File: config.mk
export PLATFORM = sky130hd
export DESIGN_NAME = host_pin_function_select
export DESIGN_NICKNAME = d
export VERILOG_FILES = /design/src/common/host_pin_pkg.sv /design/src/verilog/pin_sync.sv /design/src/verilog/serial_interrupt_out_frame.sv /design/src/verilog/host_pin_function_select.sv
export SDC_FILE = /design/constraint.sdc
export NUM_CORES = 1
export LEC_CHECK = 0
export BUFFER_PORTS_ARGS = -buffer_cell sky130_fd_sc_hd__buf_2
export CAP_MARGIN = 15
export CORE_AREA = 2 2 121 123
export CTS_BUF_LIST = sky130_fd_sc_hd__clkbuf_8
export CTS_CLUSTER_DIAMETER = 150
export DETAILED_ROUTE_END_ITERATION = 7
export DIE_AREA = 0 0 123 125
export RECOVER_POWER = 50
export SYNTH_ARGS = -nofsm -noshare
export SYNTH_HDL_FRONTEND = slang
export SYNTH_HIERARCHICAL = 1
export SYNTH_SLANG_ARGS = --single-unit
File: constraint.sdc
create_clock -name mclk -period 6.8 [get_ports mclk]
set_input_delay 0.34 -clock mclk [delete_from_list [all_inputs] [get_ports mclk]]
set_output_delay 0.34 -clock mclk [all_outputs]
set_load 0.02 [all_outputs]
File: src/common/host_pin_pkg.sv
// Constants shared by the host pin function select logic
package host_pin_pkg;
  // Register offsets
  localparam logic [7:0] CONFIG_REGISTER_16_ADDR = 8'h16;
  localparam logic [7:0] CONFIG_REGISTER_2C_ADDR = 8'h2c;
  localparam logic [7:0] CONFIG_REGISTER_31_ADDR = 8'h31;
  localparam logic [7:0] PM_ADDR = 8'h40;
  localparam logic [7:0] GIO_ADDR = 8'h41;
  localparam logic [7:0] HIR_ADDR = 8'h42;
  localparam logic [7:0] STAT_ADDR = 8'h43;
  // Reset values
  localparam logic [7:0] CONFIG_REGISTER_16_RST = 8'h00;
  localparam logic [7:0] CONFIG_REGISTER_2C_RST = 8'h00;
  localparam logic [7:0] CONFIG_REGISTER_31_RST = 8'h00;
  localparam logic [7:0] PM_RST = 8'h00;
  localparam logic [7:0] GIO_RST = 8'h00;
  localparam logic [7:0] HIR_RST = 8'h00;
  // Field positions
  localparam int PNF_EN_BIT = 7;
  localparam int GPIO_SEL_BIT = 4;
  localparam int IRQ_MODE_BIT = 2;
  localparam int CLK_SEL_BIT = 0;
  localparam int ACPI_MODE_BIT = 0;
  localparam int SMI_EN_BIT = 1;
  localparam int ACPI_LSB = 2;
  localparam int ACPI_MSB = 4;
  localparam int ACPI_LINE_EN_BIT = 5;
  localparam int HIR_DIR_BIT = 0;
  localparam int HIR_SEL0_BIT = 1;
  // Synchronised pin indices
  localparam int S_PNF = 0;
  localparam int S_PIN_A = 1;
  localparam int S_PIN_B = 2;
  localparam int S_ACK_C = 3;
  localparam int S_ACK_D = 4;
  localparam int S_TC = 5;
  localparam int S_IR = 6;
  localparam int S_PCI = 7;
  localparam int SYNC_W = 8;
  // Serial interrupt frame timing, in pci clocks
  localparam logic [3:0] START_CLKS = 4'h4;
  localparam logic [3:0] STOP_CLKS = 4'h2;
  localparam logic [1:0] SLOT_PHASES = 2'h3;
  typedef enum logic [1:0] {
    SQ_IDLE = 2'b00,
    SQ_START = 2'b01,
    SQ_SLOT = 2'b10,
    SQ_STOP = 2'b11
  } serial_interrupt_out_state_t;
endpackage

File: src/verilog/pin_sync.sv
// Two flip-flop synchroniser, one per pin bit
`timescale 1ns/10ps
module pin_sync #(
  parameter int W = 8
) (
  // Clock and reset
  input wire logic mclk,
  input wire logic rst,
  // Pins and synchronised copies
  input wire logic [W-1:0] pin_in,
  output logic [W-1:0] pin_sync_reg
);
  logic [W-1:0] meta_reg;

  genvar i;
  generate
    for (i = 0; i < W; i = i + 1)
    begin : g_bit
      always_ff @(posedge mclk or posedge rst)
      begin
        if (rst)
        begin
          meta_reg[i] <= 1'b0;
          pin_sync_reg[i] <= 1'b0;
        end
        else
        begin
          meta_reg[i] <= pin_in[i];
          pin_sync_reg[i] <= meta_reg[i];
        end
      end
    end
  endgenerate
endmodule

File: src/verilog/serial_interrupt_out_frame.sv
// Serial interrupt frame sender stepped by pci clock rising edges
`timescale 1ns/10ps
module serial_interrupt_out_frame #(
  parameter int SLOTS = 15
) (
  // Clock and reset
  input wire logic mclk,
  input wire logic rst,
  // Control
  input wire logic enable,
  input wire logic pci_rise,
  input wire logic [SLOTS-1:0] lines,
  // Serial pin
  output logic sirq_out_reg,
  output logic sirq_oe_n_reg
);
  host_pin_pkg::serial_interrupt_out_state_t state_reg;
  logic [3:0] cnt_reg;
  logic [3:0] slot_reg;
  logic [1:0] phase_reg;

  // Frame restarts one pci clock after the stop, so the host sees continuous mode
  always_ff @(posedge mclk or posedge rst)
  begin
    if (rst)
    begin
      state_reg <= host_pin_pkg::SQ_IDLE;
      cnt_reg <= 4'h0;
      slot_reg <= 4'h0;
      phase_reg <= 2'h0;
      sirq_out_reg <= 1'b1;
      sirq_oe_n_reg <= 1'b1;
    end
    else if (!enable)
    begin
      state_reg <= host_pin_pkg::SQ_IDLE;
      sirq_out_reg <= 1'b1;
      sirq_oe_n_reg <= 1'b1;
    end
    else if (pci_rise)
    begin
      case (state_reg)
        host_pin_pkg::SQ_IDLE:
        begin
          state_reg <= host_pin_pkg::SQ_START;
          cnt_reg <= 4'h0;
          sirq_out_reg <= 1'b0;
          sirq_oe_n_reg <= 1'b0;
        end
        host_pin_pkg::SQ_START:
        begin
          if (cnt_reg == host_pin_pkg::START_CLKS - 4'h1)
          begin
            state_reg <= host_pin_pkg::SQ_SLOT;
            slot_reg <= 4'h0;
            phase_reg <= 2'h0;
            sirq_out_reg <= 1'b0;
            sirq_oe_n_reg <= ~lines[0];
          end
          else
            cnt_reg <= cnt_reg + 4'h1;
        end
        host_pin_pkg::SQ_SLOT:
        begin
          if (phase_reg == 2'h0)
          begin
            // Recovery: drive high only if the sample phase drove low
            phase_reg <= 2'h1;
            sirq_out_reg <= 1'b1;
          end
          else if (phase_reg == host_pin_pkg::SLOT_PHASES - 2'h2)
          begin
            phase_reg <= 2'h2;
            sirq_oe_n_reg <= 1'b1;
          end
          else if (slot_reg == 4'(SLOTS - 1))
          begin
            state_reg <= host_pin_pkg::SQ_STOP;
            cnt_reg <= 4'h0;
            sirq_out_reg <= 1'b0;
            sirq_oe_n_reg <= 1'b0;
          end
          else
          begin
            slot_reg <= slot_reg + 4'h1;
            phase_reg <= 2'h0;
            sirq_out_reg <= 1'b0;
            sirq_oe_n_reg <= ~lines[slot_reg + 4'h1];
          end
        end
        host_pin_pkg::SQ_STOP:
        begin
          if (cnt_reg == host_pin_pkg::STOP_CLKS - 4'h1)
          begin
            state_reg <= host_pin_pkg::SQ_IDLE;
            sirq_out_reg <= 1'b1;
            sirq_oe_n_reg <= 1'b1;
          end
          else
            cnt_reg <= cnt_reg + 4'h1;
        end
        default:
          state_reg <= host_pin_pkg::SQ_IDLE;
      endcase
    end
  end
endmodule

File: src/verilog/host_pin_function_select.sv
// Host side pin function selection, interrupt routing and DMA handshake
`timescale 1ns/10ps
module host_pin_function_select (
  // Clock and reset
  input wire logic mclk,
  input wire logic rst,
  // Register port
  input wire logic [7:0] reg_addr,
  input wire logic [7:0] reg_wdata,
  input wire logic reg_wr,
  input wire logic reg_rd,
  output logic [7:0] reg_rdata,
  // Internal function requests
  input wire logic [7:0] irq_src,
  input wire logic pm_event,
  input wire logic dma_need_c,
  input wire logic dma_need_d,
  // DMA pins and data cycle grants
  output logic dma_request_c,
  input wire logic dma_acknowledge_c,
  output logic dma_request_d,
  input wire logic dma_acknowledge_d,
  input wire logic terminal_count,
  output logic dma_cycle_c,
  output logic dma_cycle_d,
  // Interrupt pins; shared pins bit 0 is line A, bit 1 is line B
  output logic [5:0] irq_c_to_h,
  input wire logic [1:0] shared_pin_in,
  output logic [1:0] shared_pin_out,
  output logic [1:0] shared_pin_oe_n,
  output logic serial_interrupt_out,
  output logic serial_interrupt_oe_n,
  input wire logic pci_clock_in,
  output logic acpi_interrupt_out,
  output logic system_mgmt_interrupt_n,
  // Parallel port routing
  input wire logic printer_not_floppy_detect,
  output logic parport_printer_mode,
  // Fast infrared shared pin
  input wire logic infrared_pin_in,
  output logic infrared_module_select_zero,
  output logic infrared_pin_oe_n,
  output logic fast_infrared_receive,
  // Clock input selection
  output logic clock_frequency_select
);
  logic [7:0] config_register_16, config_register_2c, config_register_31;
  logic [7:0] pm_ctrl_reg, gio_ctrl_reg, hir_ctrl_reg;
  logic [1:0] tc_flag_reg, dma_done_reg, dma_req_reg, dma_cyc_reg;
  logic [7:0] line_reg, acpi_hit, irq_eff, rd_next;
  logic [host_pin_pkg::SYNC_W-1:0] sync_q;
  logic pci_d_reg, tc_d_reg, pci_rise, tc_rise;
  logic serial_mode, irq_or_gpio_select;
  logic [1:0] need, ack_s, term;

  pin_sync #(
    .W(host_pin_pkg::SYNC_W)
  ) u_sync (
    .mclk(mclk),
    .rst(rst),
    .pin_in({pci_clock_in, infrared_pin_in, terminal_count,
             dma_acknowledge_d, dma_acknowledge_c, shared_pin_in[1],
             shared_pin_in[0], printer_not_floppy_detect}),
    .pin_sync_reg(sync_q)
  );
  // Edge detectors look only at the second synchroniser stage
  always_ff @(posedge mclk or posedge rst)
  begin
    if (rst)
    begin
      pci_d_reg <= 1'b0;
      tc_d_reg <= 1'b0;
    end
    else
    begin
      pci_d_reg <= sync_q[host_pin_pkg::S_PCI];
      tc_d_reg <= sync_q[host_pin_pkg::S_TC];
    end
  end
  assign pci_rise = sync_q[host_pin_pkg::S_PCI] & ~pci_d_reg;
  assign tc_rise = sync_q[host_pin_pkg::S_TC] & ~tc_d_reg;
  assign serial_mode = config_register_31[host_pin_pkg::IRQ_MODE_BIT];
  assign irq_or_gpio_select = config_register_16[host_pin_pkg::GPIO_SEL_BIT];
  assign need = {dma_need_d, dma_need_c};
  assign ack_s = {sync_q[host_pin_pkg::S_ACK_D],
                  sync_q[host_pin_pkg::S_ACK_C]};
  assign term = {2{tc_rise}} & ack_s & dma_req_reg;
  // Configuration registers
  always_ff @(posedge mclk or posedge rst)
  begin
    if (rst)
    begin
      config_register_16 <= host_pin_pkg::CONFIG_REGISTER_16_RST;
      config_register_2c <= host_pin_pkg::CONFIG_REGISTER_2C_RST;
      config_register_31 <= host_pin_pkg::CONFIG_REGISTER_31_RST;
      pm_ctrl_reg <= host_pin_pkg::PM_RST;
      gio_ctrl_reg <= host_pin_pkg::GIO_RST;
      hir_ctrl_reg <= host_pin_pkg::HIR_RST;
    end
    else if (reg_wr)
      case (reg_addr)
        host_pin_pkg::CONFIG_REGISTER_16_ADDR: config_register_16 <= reg_wdata;
        host_pin_pkg::CONFIG_REGISTER_2C_ADDR: config_register_2c <= reg_wdata;
        host_pin_pkg::CONFIG_REGISTER_31_ADDR: config_register_31 <= reg_wdata;
        host_pin_pkg::PM_ADDR: pm_ctrl_reg <= reg_wdata;
        host_pin_pkg::GIO_ADDR: gio_ctrl_reg <= reg_wdata;
        host_pin_pkg::HIR_ADDR: hir_ctrl_reg <= reg_wdata;
        default: ;
      endcase
  end
  // Read data, one cycle after the strobe; unmapped reads return zero
  always_comb
  begin
    rd_next = 8'h00;
    case (reg_addr)
      host_pin_pkg::CONFIG_REGISTER_16_ADDR: rd_next = config_register_16;
      host_pin_pkg::CONFIG_REGISTER_2C_ADDR: rd_next = config_register_2c;
      host_pin_pkg::CONFIG_REGISTER_31_ADDR: rd_next = config_register_31;
      host_pin_pkg::PM_ADDR: rd_next = pm_ctrl_reg;
      host_pin_pkg::GIO_ADDR: rd_next = gio_ctrl_reg;
      host_pin_pkg::HIR_ADDR: rd_next = hir_ctrl_reg;
      host_pin_pkg::STAT_ADDR:
        rd_next = {1'b0, pm_event, sync_q[host_pin_pkg::S_IR], tc_flag_reg,
                   sync_q[host_pin_pkg::S_PIN_B],
                   sync_q[host_pin_pkg::S_PIN_A], parport_printer_mode};
      default: rd_next = 8'h00;
    endcase
  end
  always_ff @(posedge mclk or posedge rst)
  begin
    if (rst)
      reg_rdata <= 8'h00;
    else if (reg_rd)
      reg_rdata <= rd_next;
    else
      reg_rdata <= 8'h00;
  end
  always_ff @(posedge mclk or posedge rst)
  begin
    if (rst)
      parport_printer_mode <= 1'b1;
    else if (config_register_16[host_pin_pkg::PNF_EN_BIT])
      parport_printer_mode <= sync_q[host_pin_pkg::S_PNF];
    else
      parport_printer_mode <= 1'b1;
  end
  // Clock select passed to the clock divider as software set it
  always_ff @(posedge mclk or posedge rst)
  begin
    if (rst)
      clock_frequency_select <= 1'b0;
    else
      clock_frequency_select <= config_register_2c[host_pin_pkg::CLK_SEL_BIT];
  end
  // ACPI event folded onto the chosen interrupt line
  always_comb
  begin
    acpi_hit = 8'h00;
    if (pm_ctrl_reg[host_pin_pkg::ACPI_MODE_BIT] &&
        pm_ctrl_reg[host_pin_pkg::ACPI_LINE_EN_BIT] && pm_event)
      acpi_hit[pm_ctrl_reg[host_pin_pkg::ACPI_MSB:host_pin_pkg::ACPI_LSB]] =
        1'b1;
    irq_eff = irq_src | acpi_hit;
  end
  // Power events pull the management interrupt low
  always_ff @(posedge mclk or posedge rst)
  begin
    if (rst)
    begin
      system_mgmt_interrupt_n <= 1'b1;
      acpi_interrupt_out <= 1'b0;
    end
    else
    begin
      system_mgmt_interrupt_n <=
        ~(pm_event & pm_ctrl_reg[host_pin_pkg::SMI_EN_BIT]);
      acpi_interrupt_out <=
        pm_event & pm_ctrl_reg[host_pin_pkg::ACPI_MODE_BIT];
    end
  end
  // Parallel lines held low while the serial pin carries interrupts
  always_ff @(posedge mclk or posedge rst)
  begin
    if (rst)
      line_reg <= 8'h00;
    else if (serial_mode)
      line_reg <= 8'h00;
    else
      line_reg <= irq_eff;
  end
  assign irq_c_to_h = line_reg[7:2];
  // Pin A pairs with I/O line one, pin B with I/O line zero
  genvar p;
  generate
    for (p = 0; p < 2; p = p + 1)
    begin : g_shared
      always_ff @(posedge mclk or posedge rst)
      begin
        if (rst)
        begin
          shared_pin_out[p] <= 1'b0;
          shared_pin_oe_n[p] <= 1'b0;
        end
        else if (irq_or_gpio_select)
        begin
          shared_pin_out[p] <= gio_ctrl_reg[1 - p];
          shared_pin_oe_n[p] <= ~gio_ctrl_reg[3 - p];
        end
        else
        begin
          shared_pin_out[p] <= irq_eff[p] & ~serial_mode;
          shared_pin_oe_n[p] <= 1'b0;
        end
      end
    end
  endgenerate
  // Serial frame paced by pci clock edges; pci clock must be
  // well below half of mclk or edges are lost in the synchroniser
  serial_interrupt_out_frame #(
    .SLOTS(15)
  ) u_serial_interrupt_out (
    .mclk(mclk),
    .rst(rst),
    .enable(serial_mode),
    .pci_rise(pci_rise),
    .lines({7'h00, irq_eff}),
    .sirq_out_reg(serial_interrupt_out),
    .sirq_oe_n_reg(serial_interrupt_oe_n)
  );
  // Fast infrared pin direction from its control register
  always_ff @(posedge mclk or posedge rst)
  begin
    if (rst)
    begin
      infrared_pin_oe_n <= 1'b1;
      infrared_module_select_zero <= 1'b0;
      fast_infrared_receive <= 1'b0;
    end
    else
    begin
      infrared_pin_oe_n <= ~hir_ctrl_reg[host_pin_pkg::HIR_DIR_BIT];
      infrared_module_select_zero <= hir_ctrl_reg[host_pin_pkg::HIR_SEL0_BIT];
      fast_infrared_receive <= sync_q[host_pin_pkg::S_IR] &
                               ~hir_ctrl_reg[host_pin_pkg::HIR_DIR_BIT];
    end
  end
  genvar c;
  generate
    for (c = 0; c < 2; c = c + 1)
    begin : g_dma
      always_ff @(posedge mclk or posedge rst)
      begin
        if (rst)
        begin
          dma_done_reg[c] <= 1'b0;
          dma_req_reg[c] <= 1'b0;
          dma_cyc_reg[c] <= 1'b0;
        end
        else
        begin
          // Terminal count ends the transfer until need drops
          if (!need[c])
            dma_done_reg[c] <= 1'b0;
          else if (term[c])
            dma_done_reg[c] <= 1'b1;
          // Request on need, data cycle only under acknowledge
          dma_req_reg[c] <= need[c] & ~dma_done_reg[c] & ~term[c];
          dma_cyc_reg[c] <= dma_req_reg[c] & ack_s[c] & ~term[c];
        end
      end

      // Termination seen; a new event beats a clear in the same cycle
      always_ff @(posedge mclk or posedge rst)
      begin
        if (rst)
          tc_flag_reg[c] <= 1'b0;
        else if (term[c])
          tc_flag_reg[c] <= 1'b1;
        else if (reg_wr && reg_addr == host_pin_pkg::STAT_ADDR &&
                 reg_wdata[3 + c])
          tc_flag_reg[c] <= 1'b0;
      end
    end
  endgenerate

  assign dma_request_c = dma_req_reg[0];
  assign dma_request_d = dma_req_reg[1];
  assign dma_cycle_c = dma_cyc_reg[0];
  assign dma_cycle_d = dma_cyc_reg[1];

  printer_on_a: assert property (@(posedge mclk) disable iff (rst)
    config_register_16[7] && sync_q[0] |=> parport_printer_mode)
    else $error("printer mode not taken on detect high");
  floppy_on_a: assert property (@(posedge mclk) disable iff (rst)
    config_register_16[7] && !sync_q[0] |=> !parport_printer_mode)
    else $error("floppy mode not taken on detect low");
  detect_off_a: assert property (@(posedge mclk) disable iff (rst)
    !config_register_16[7] |=> parport_printer_mode)
    else $error("detect used while disabled");
  irq_pin_a: assert property (@(posedge mclk) disable iff (rst)
    !config_register_16[4] |=> !shared_pin_oe_n[0] &&
    shared_pin_out[0] == line_reg[0])
    else $error("pin A does not carry request A");
  gio_one_a: assert property (@(posedge mclk) disable iff (rst)
    config_register_16[4] |=> shared_pin_oe_n[0] == !$past(gio_ctrl_reg[3])
    && shared_pin_out[0] == $past(gio_ctrl_reg[1]))
    else $error("pin A not acting as I/O line one");
  gio_zero_a: assert property (@(posedge mclk) disable iff (rst)
    config_register_16[4] |=> shared_pin_oe_n[1] == !$past(gio_ctrl_reg[2]))
    else $error("pin B not acting as I/O line zero");
  serial_only_a: assert property (@(posedge mclk) disable iff (rst)
    serial_mode |=> irq_c_to_h == 6'h00)
    else $error("parallel lines driven in serial mode");
  serial_idle_a: assert property (@(posedge mclk) disable iff (rst)
    !serial_mode |=> serial_interrupt_oe_n)
    else $error("serial pin driven while not selected");
  pci_paced_a: assert property (@(posedge mclk) disable iff (rst)
    serial_mode && $past(serial_mode) && $changed(serial_interrupt_oe_n)
    |-> $past(pci_rise))
    else $error("serial pin moved without a pci edge");
  tc_stop_a: assert property (@(posedge mclk) disable iff (rst)
    term[0] |=> !dma_request_c [*2])
    else $error("request kept after terminal count");
  ir_dir_a: assert property (@(posedge mclk) disable iff (rst)
    hir_ctrl_reg[0] |=> !infrared_pin_oe_n && !fast_infrared_receive)
    else $error("infrared pin direction wrong");
  smi_low_a: assert property (@(posedge mclk) disable iff (rst)
    pm_event && pm_ctrl_reg[1] |=> !system_mgmt_interrupt_n)
    else $error("management interrupt not asserted");
  acpi_map_a: assert property (@(posedge mclk) disable iff (rst)
    !serial_mode && pm_ctrl_reg[0] && pm_ctrl_reg[5] && pm_event
    |=> line_reg[$past(pm_ctrl_reg[4:2])])
    else $error("acpi event missing on chosen line");
  gio_quiet_a: assert property (@(posedge mclk) disable iff (rst)
    config_register_16[4] && !gio_ctrl_reg[1] && irq_eff[0]
    |=> !shared_pin_out[0])
    else $error("request leaked onto I/O pin");
  ack_gate_a: assert property (@(posedge mclk) disable iff (rst)
    dma_cycle_c |-> $past(ack_s[0]) && $past(dma_req_reg[0]))
    else $error("data cycle without acknowledge");

  frame_c: cover property (@(posedge mclk) disable iff (rst)
    serial_mode && $fell(serial_interrupt_oe_n));
  tc_end_c: cover property (@(posedge mclk) disable iff (rst) term[1]);
  floppy_c: cover property (@(posedge mclk) disable iff (rst)
    $fell(parport_printer_mode));
endmodule

# Word level (Yosys, flattened, before mapping)
# Cells that the tools add are included.
[op_classes]
order_cmp = 3
n_div = 0
n_eq_ne = 31
n_shift = 0
n_bitwise = 31
n_mux = 59
n_reduce_logical = 23
n_addsub = 2
multipliers = 0
[ops]
columns = ["op", "n"]
rows = [
  ["8-bit case mux with 7 select lines", 1],
  ["4-bit 2-to-1 mux", 9],
  ["8-bit by 7-bit == test with 1-bit output, second input constant", 4],
  ["1-bit 2-to-1 mux", 27],
  ["8-bit 2-to-1 mux", 3],
  ["2-bit 2-to-1 mux", 11],
  ["8-bit by 6-bit == test with 1-bit output, second input constant", 2],
  ["4-bit case mux with 4 select lines", 1],
  ["1-bit bitwise AND", 15],
  ["7-bit AND reduction", 2],
  ["1-bit NOT", 13],
  ["2-bit AND reduction", 6],
  ["2-bit by 1-bit inequality test with 1-bit output, second input constant", 5],
  ["2-bit inequality test, second input constant", 5],
  ["3-bit by 2-bit inequality test with 1-bit output, second input constant", 3],
  ["4-bit by 1-bit adder with 4-bit output, second input constant", 2],
  ["8-bit by 5-bit == test with 1-bit output, second input constant", 1],
  ["8-bit OR", 1],
  ["1-bit case mux with 4 select lines", 2],
  ["2-bit case mux with 4 select lines", 1],
  ["4-bit case mux with 2 select lines", 1],
  ["4-bit AND reduction", 2],
  ["1-bit logical AND", 6],
  ["3-bit inequality test, second input constant", 2],
  ["other kinds (18)", 24],
]
[totals]
mem_count = 0
reg_bits = 115
out_inout_bits = 31
inputBits = 39
elab_cells = 200
mem_bits_rw = 0
rom_bits = 0
latchBits = 0

# Longest topological paths before layout
[depth]
depth_word = 15
depth_mapped = 8
mapped_depth_nobuf = 7

# By module
# The synthesis kept the hierarchy.
[modules_own_cells]
columns = ["mod", "n_inst", "seq_area_each_um2", "cells_per_inst", "area_each_um2"]
rows = [
  ["host_pin_function_select", 1, 2080.7, 238, 3415.8],
  ["serial_interrupt_out_frame", 1, 352.8, 111, 1022.2],
  ["pin_sync", 1, 400.4, 17, 404.1],
]

# Least setup slack after synthesis
# OpenSTA, ideal clock, no wires.
[synth_timing]
kind = "input-to-reg"
start = "in reg_addr[3]"
end = "reg config_register_31[0]"
stages = 5
required_ns = 6.675
setup_ns = 0.125
setup_slack_ns = 4.765
t_arrival_ns = 1.910
path_buffers = 1
path_cell_list = "buf_6 -> or4b_4 -> nor4_4 -> nand2_2 -> mux2_2"
[synth_between]
elab_chain_cells = 2
[synth_lines]
columns = ["item", "line", "text"]
rows = [
  ["start, declared", "host_pin_function_select.sv:8", "input wire logic [7:0] reg_addr,"],
  ["8-bit by 6-bit == test with 1-bit output", "host_pin_function_select.sv:101", "case (reg_addr)"],
  ["2-bit AND reduction (no source line)", "--", ""],
  ["end signal, assigned", "host_pin_function_select.sv:95", "config_register_31 <= host_pin_pkg::CONFIG_REGISTER_31_RST;"],
  ["end signal, assigned", "host_pin_function_select.sv:104", "host_pin_pkg::CONFIG_REGISTER_31_ADDR: config_register_31 <= reg_wdata;"],
  ["end, declared", "host_pin_function_select.sv:47", "logic [7:0] config_register_16, config_register_2c, config_register_31;"],
]
# Every way passes these cells.
# A chain may end at the register's enable or synchronous reset.

# Worst setup path after layout
[layout_timing]
start = "in reg_addr[5]"
end = "reg hir_ctrl_reg[0]"
[layout_between]
elab_chain_cells = 2
[layout_lines]
columns = ["item", "line", "text"]
rows = [
  ["8-bit by 7-bit == test with 1-bit output", "host_pin_function_select.sv:101", ""],
  ["2-bit AND reduction (no source line)", "--", ""],
  ["end signal, assigned", "host_pin_function_select.sv:98", "hir_ctrl_reg <= host_pin_pkg::HIR_RST;"],
  ["end signal, assigned", "host_pin_function_select.sv:107", "host_pin_pkg::HIR_ADDR: hir_ctrl_reg <= reg_wdata;"],
  ["end, declared", "host_pin_function_select.sv:48", "logic [7:0] pm_ctrl_reg, gio_ctrl_reg, hir_ctrl_reg;"],
]
# Every way passes these cells.

==> impl_metrics.csv <==
group,metric,value,unit
run_status,status,"complete, no violations",
sta,period_minus_slack,2.13,ns
clock_tree,postCtsSetupBuffers,0,
worst_setup_path,cp_num_buf_inv,1,
clock_tree,h-tree-depth,4,
route,num_vias,3333,
sta,tightestPinTransition,1.03,ns
worst_setup_path,crit_chain,"buf_2 > or4b_1 > nor4_4 > nand2_2 > mux2_2",
logic_synthesis,synth_area,0.00484,sq mm
route,wl_per_cell,16.8,um
logic_synthesis,yosysSeqAreaShare,0.585,
die,io_pins,70,
logic_synthesis,async_flop_share,1.00,
logic_synthesis,synth_most_common_cell,"dfrtp_1",
placement,place_congestion,0.805,
die,die_x,123,um
worst_setup_path,crit_type,"in -> reg",
clock_tree,cts_made_buffers,17,
finish,drive_gt1_frac,0.303,
global_route,grtUsageTotal,0.155,
die,core_area,0.0142,sq mm
clock_tree,worstSkewPairLatency,0.43,ns
clock_tree,cts_tree,"built",
global_route,grt_pass1_vias,3500,
logic_synthesis,postSynthCellCount,366,
power,p_per_area,253,mW/mm^2
worst_setup_path,r2r_slack,4.69,ns
logic_synthesis,synth_area_leaders,"dfrtp_1 (56%), mux2_2 (11%), dfstp_2 (2.7%)",
power,total_power,1.50,mW
sta,fin_skew,0.00768,ns
logic_synthesis,synth_seq_cells,113,
route,drtIter0Drc,276,
sta,rsz0062_at_grt,"false",
die,placement_rows,44,
clock_tree,clk_pin_slew_worst_paths,0.07,ns
clock_tree,numClockSinks,113,
logic_synthesis,yosys_warnings,6,
worst_setup_path,worst_setup_path_end_kind,"register",
logic_synthesis,synth_edf_count,0,
worst_setup_path,startpoint_type,"primary input",
placement,post-place-ws,4.06,ns
global_route,antenna_found_initial,0,
worst_setup_path,critical_path_required,7.12,ns
worst_hold_path,worstHoldStart,"dma_need_c",
worst_setup_path,worstPathMaxFanout,9,
sta,setup_viol,0,
logic_synthesis,synth.distinct_cells,58,
sta,relSlewSlack,0.311,
route,first_pass_iters,4,
worst_setup_path,r2r_end,"u_serial_interrupt_out/state_reg[1]$_DFFE_PP0P_",
worst_hold_path,hold-path-endpoint,"dma_request_c$_DFF_PP0_",
clock_tree,cts_max_path_buffers,2,
die,dieArea,0.0154,sq mm
route,drt-total-wl,11100,um
placement,dp_hpwl,7690,um
logic_synthesis,synth.top_cell.area_share,0.558,
logic_synthesis,synth_area_leader_cell,"dfrtp_1",
finish,nNetsFinal,512,
worst_setup_path,cp.arrival,2.45,ns
global_route,grt-busiest-layer,"met2",
worst_hold_path,hp-class,"in -> reg",
sta,max_freq,469,MHz
route,antenna_left,0,
global_route,grt_use_met3,0.0479,
finish,fin_cells,662,
finish,synthToLayoutAreaGrowth,22.2,%
finish,diodes,0,
sta,drv_slew,0,
global_route,use_met2,0.236,
placement,io_buffers,69,
worst_setup_path,reg2reg_from,"u_serial_interrupt_out/cnt_reg[0]$_DFFE_PP0P_",
worst_setup_path,ff2ff_path_depth,6,
job,max_cap_violations,0,
global_route,met1_usage,0.205,
clock_tree,clockRootBuffer,"clkbuf_8",
global_route,grt_pass1_wl,18100,um
global_route,grt_overflow,0,
power,p_leak,2.66,nW
worst_hold_path,min_path_cells,2,
worst_setup_path,crit_slowest_cell,"or4b_1",
placement,dp.cells,620,
sta,fin_setup_tns,0,ns
logic_synthesis,netlist_top_cells_count,"dfrtp_1 (108), mux2_2 (48), nor2b_1 (17)",
global_route,grt_max_degree,84,
die,initial_core_util,0.341,
logic_synthesis,ys.flop_type,"dfrtp_1",
sta,hold_viol,0,
worst_setup_path,critPathMaxStageDelay,0.65,ns
route,drc,0,
worst_setup_path,crit_family,"simple AND/OR/NAND/NOR gates",
route,viasPerCell,5.03,
die,die_h,125,um
sta,finalCritPeriodShare,0.313,
power,vdd_ir_drop_max,0.128,mV
logic_synthesis,syn_avg_cell_area,13.2,sq um
sta,fin_ws,4.67,ns
## what timing repair did
item                                   4_1_cts  5_1_grt
hold buffers                                 9        0
gates resized for setup                      0        0
endpoints found under the hold margin       20        0
## worst max-delay path by stage
stage	startpoint	endpoint	slack [ns]	cells after the start
final	reg_addr[5]	hir_ctrl_reg[0]$_DFFE_PP0P_	4.67	5
after detailed placement	reg_addr[5]	reg_rdata[1]$_DFF_PP0_	4.06	5
after global routing	u_serial_interrupt_out/slot_reg[0]$_DFFE_PP0P_	u_serial_interrupt_out/cnt_reg[0]$_DFFE_PP0P_	4.52	6
after floorplan	rst	acpi_interrupt_out$_DFF_PP0_	4.33	1
after CTS	reg_addr[5]	reg_rdata[1]$_DFF_PP0_	4.52	5
after global placement	reg_addr[5]	reg_rdata[1]$_DFF_PP0_	4.09	5
## worst reg2reg max path: stages, from the launching register on
cell and delay [ns]:
dfrtp_1 0.42, ha_1 0.23, or3b_4 0.41, a221o_1 0.44
a21oi_2 0.18, mux2i_1 0.25, nor2_1 0.07
## per-layer routing
layer / up-vias / routed length [um] / part of all wire
met3: 12 / 635 / 0.057
met1: 1666 / 4970 / 0.45
li1: 1563 / - / -
met2: 92 / 5320 / 0.48
met4: 0 / 179 / 0.016
met5: - / 0 / 0
## power breakdown
group	total, mW	switching, mW	internal [mW]
Clock	0.692	0.268	0.424
Combinational	0.0884	0.0517	0.0367
Sequential	0.718	0.0176	0.700
Total	1.50	0.337	1.16
## metrics by stage
| step | instance area, sq um | utilization | hold WS (ns) |
|---|---|---|---|
| after CTS | 5950 | 0.419 | 0.0950 |
| after floorplan | 4860 | - | 0.228 |
| after global placement | 5420 | 0.382 | 0.333 |
| after detailed placement | 5420 | 0.382 | 0.336 |
| after global routing | 5920 | 0.417 | 0.123 |
| final | 5920 | 0.417 | 0.122 |
## cells in the final DEF (no fill, tap or decap), types with 3 or more instances in the layout
cell,Yosys,layout
clkbuf_1,2,32
inv_1,14,16
a22o_1,3,3
buf_2,2,37
mux4_2,3,3
nor4_4,3,3
dfrtp_1,108,108
bufinv_16,0,4
nor2_1,13,13
nor3_1,4,4
a31oi_1,9,9
clkbuf_8,0,20
nand3_1,7,7
nand2b_1,5,5
a21oi_1,6,6
mux2_2,48,48
nor2_2,3,3
nand2_1,15,15
o21ai_0,9,9
dfstp_2,5,5
nand2_2,4,4
ha_1,8,8
a21o_1,6,6
a222oi_1,9,9
mux2i_1,4,4
dlygate4sd3_1,0,9
o21ai_1,6,6
nor2b_1,17,17
a22oi_1,14,14
conb_1,1,7
and2_0,0,3
## cell type report
| type | count | area (sq um) |
|---|---|---|
| sequential | 113 | 2830 |
| timing repair buffer | 80 | 410 |
| tap | 184 | 230 |
| multi-input combinational | 239 | 1950 |
| clock inverter | 12 | 165 |
| fill | 1372 | 8290 |
| inverter | 14 | 53.8 |
| clock buffer | 20 | 275 |
## cells by family (layout without fill, tap and decap cells)
| family | Yosys count | after routing | share of synthesized area |
|---|---|---|---|
| flip-flops | 113 | 113 | 0.585 |
| AND/OR/NAND/NOR | 89 | 89 | 0.120 |
| AO/OA/AOI/OAI | 79 | 79 | 0.119 |
| multiplexers | 55 | 55 | 0.134 |
| buffers and inverters | 20 | 126 | 0.0183 |
| adder cells (fa/ha/maj) | 8 | 8 | 0.0207 |
| other | 1 | 7 | 0.000774 |
| XOR/XNOR | 1 | 1 | 0.00181 |
(Power assumes the default switching activity.)
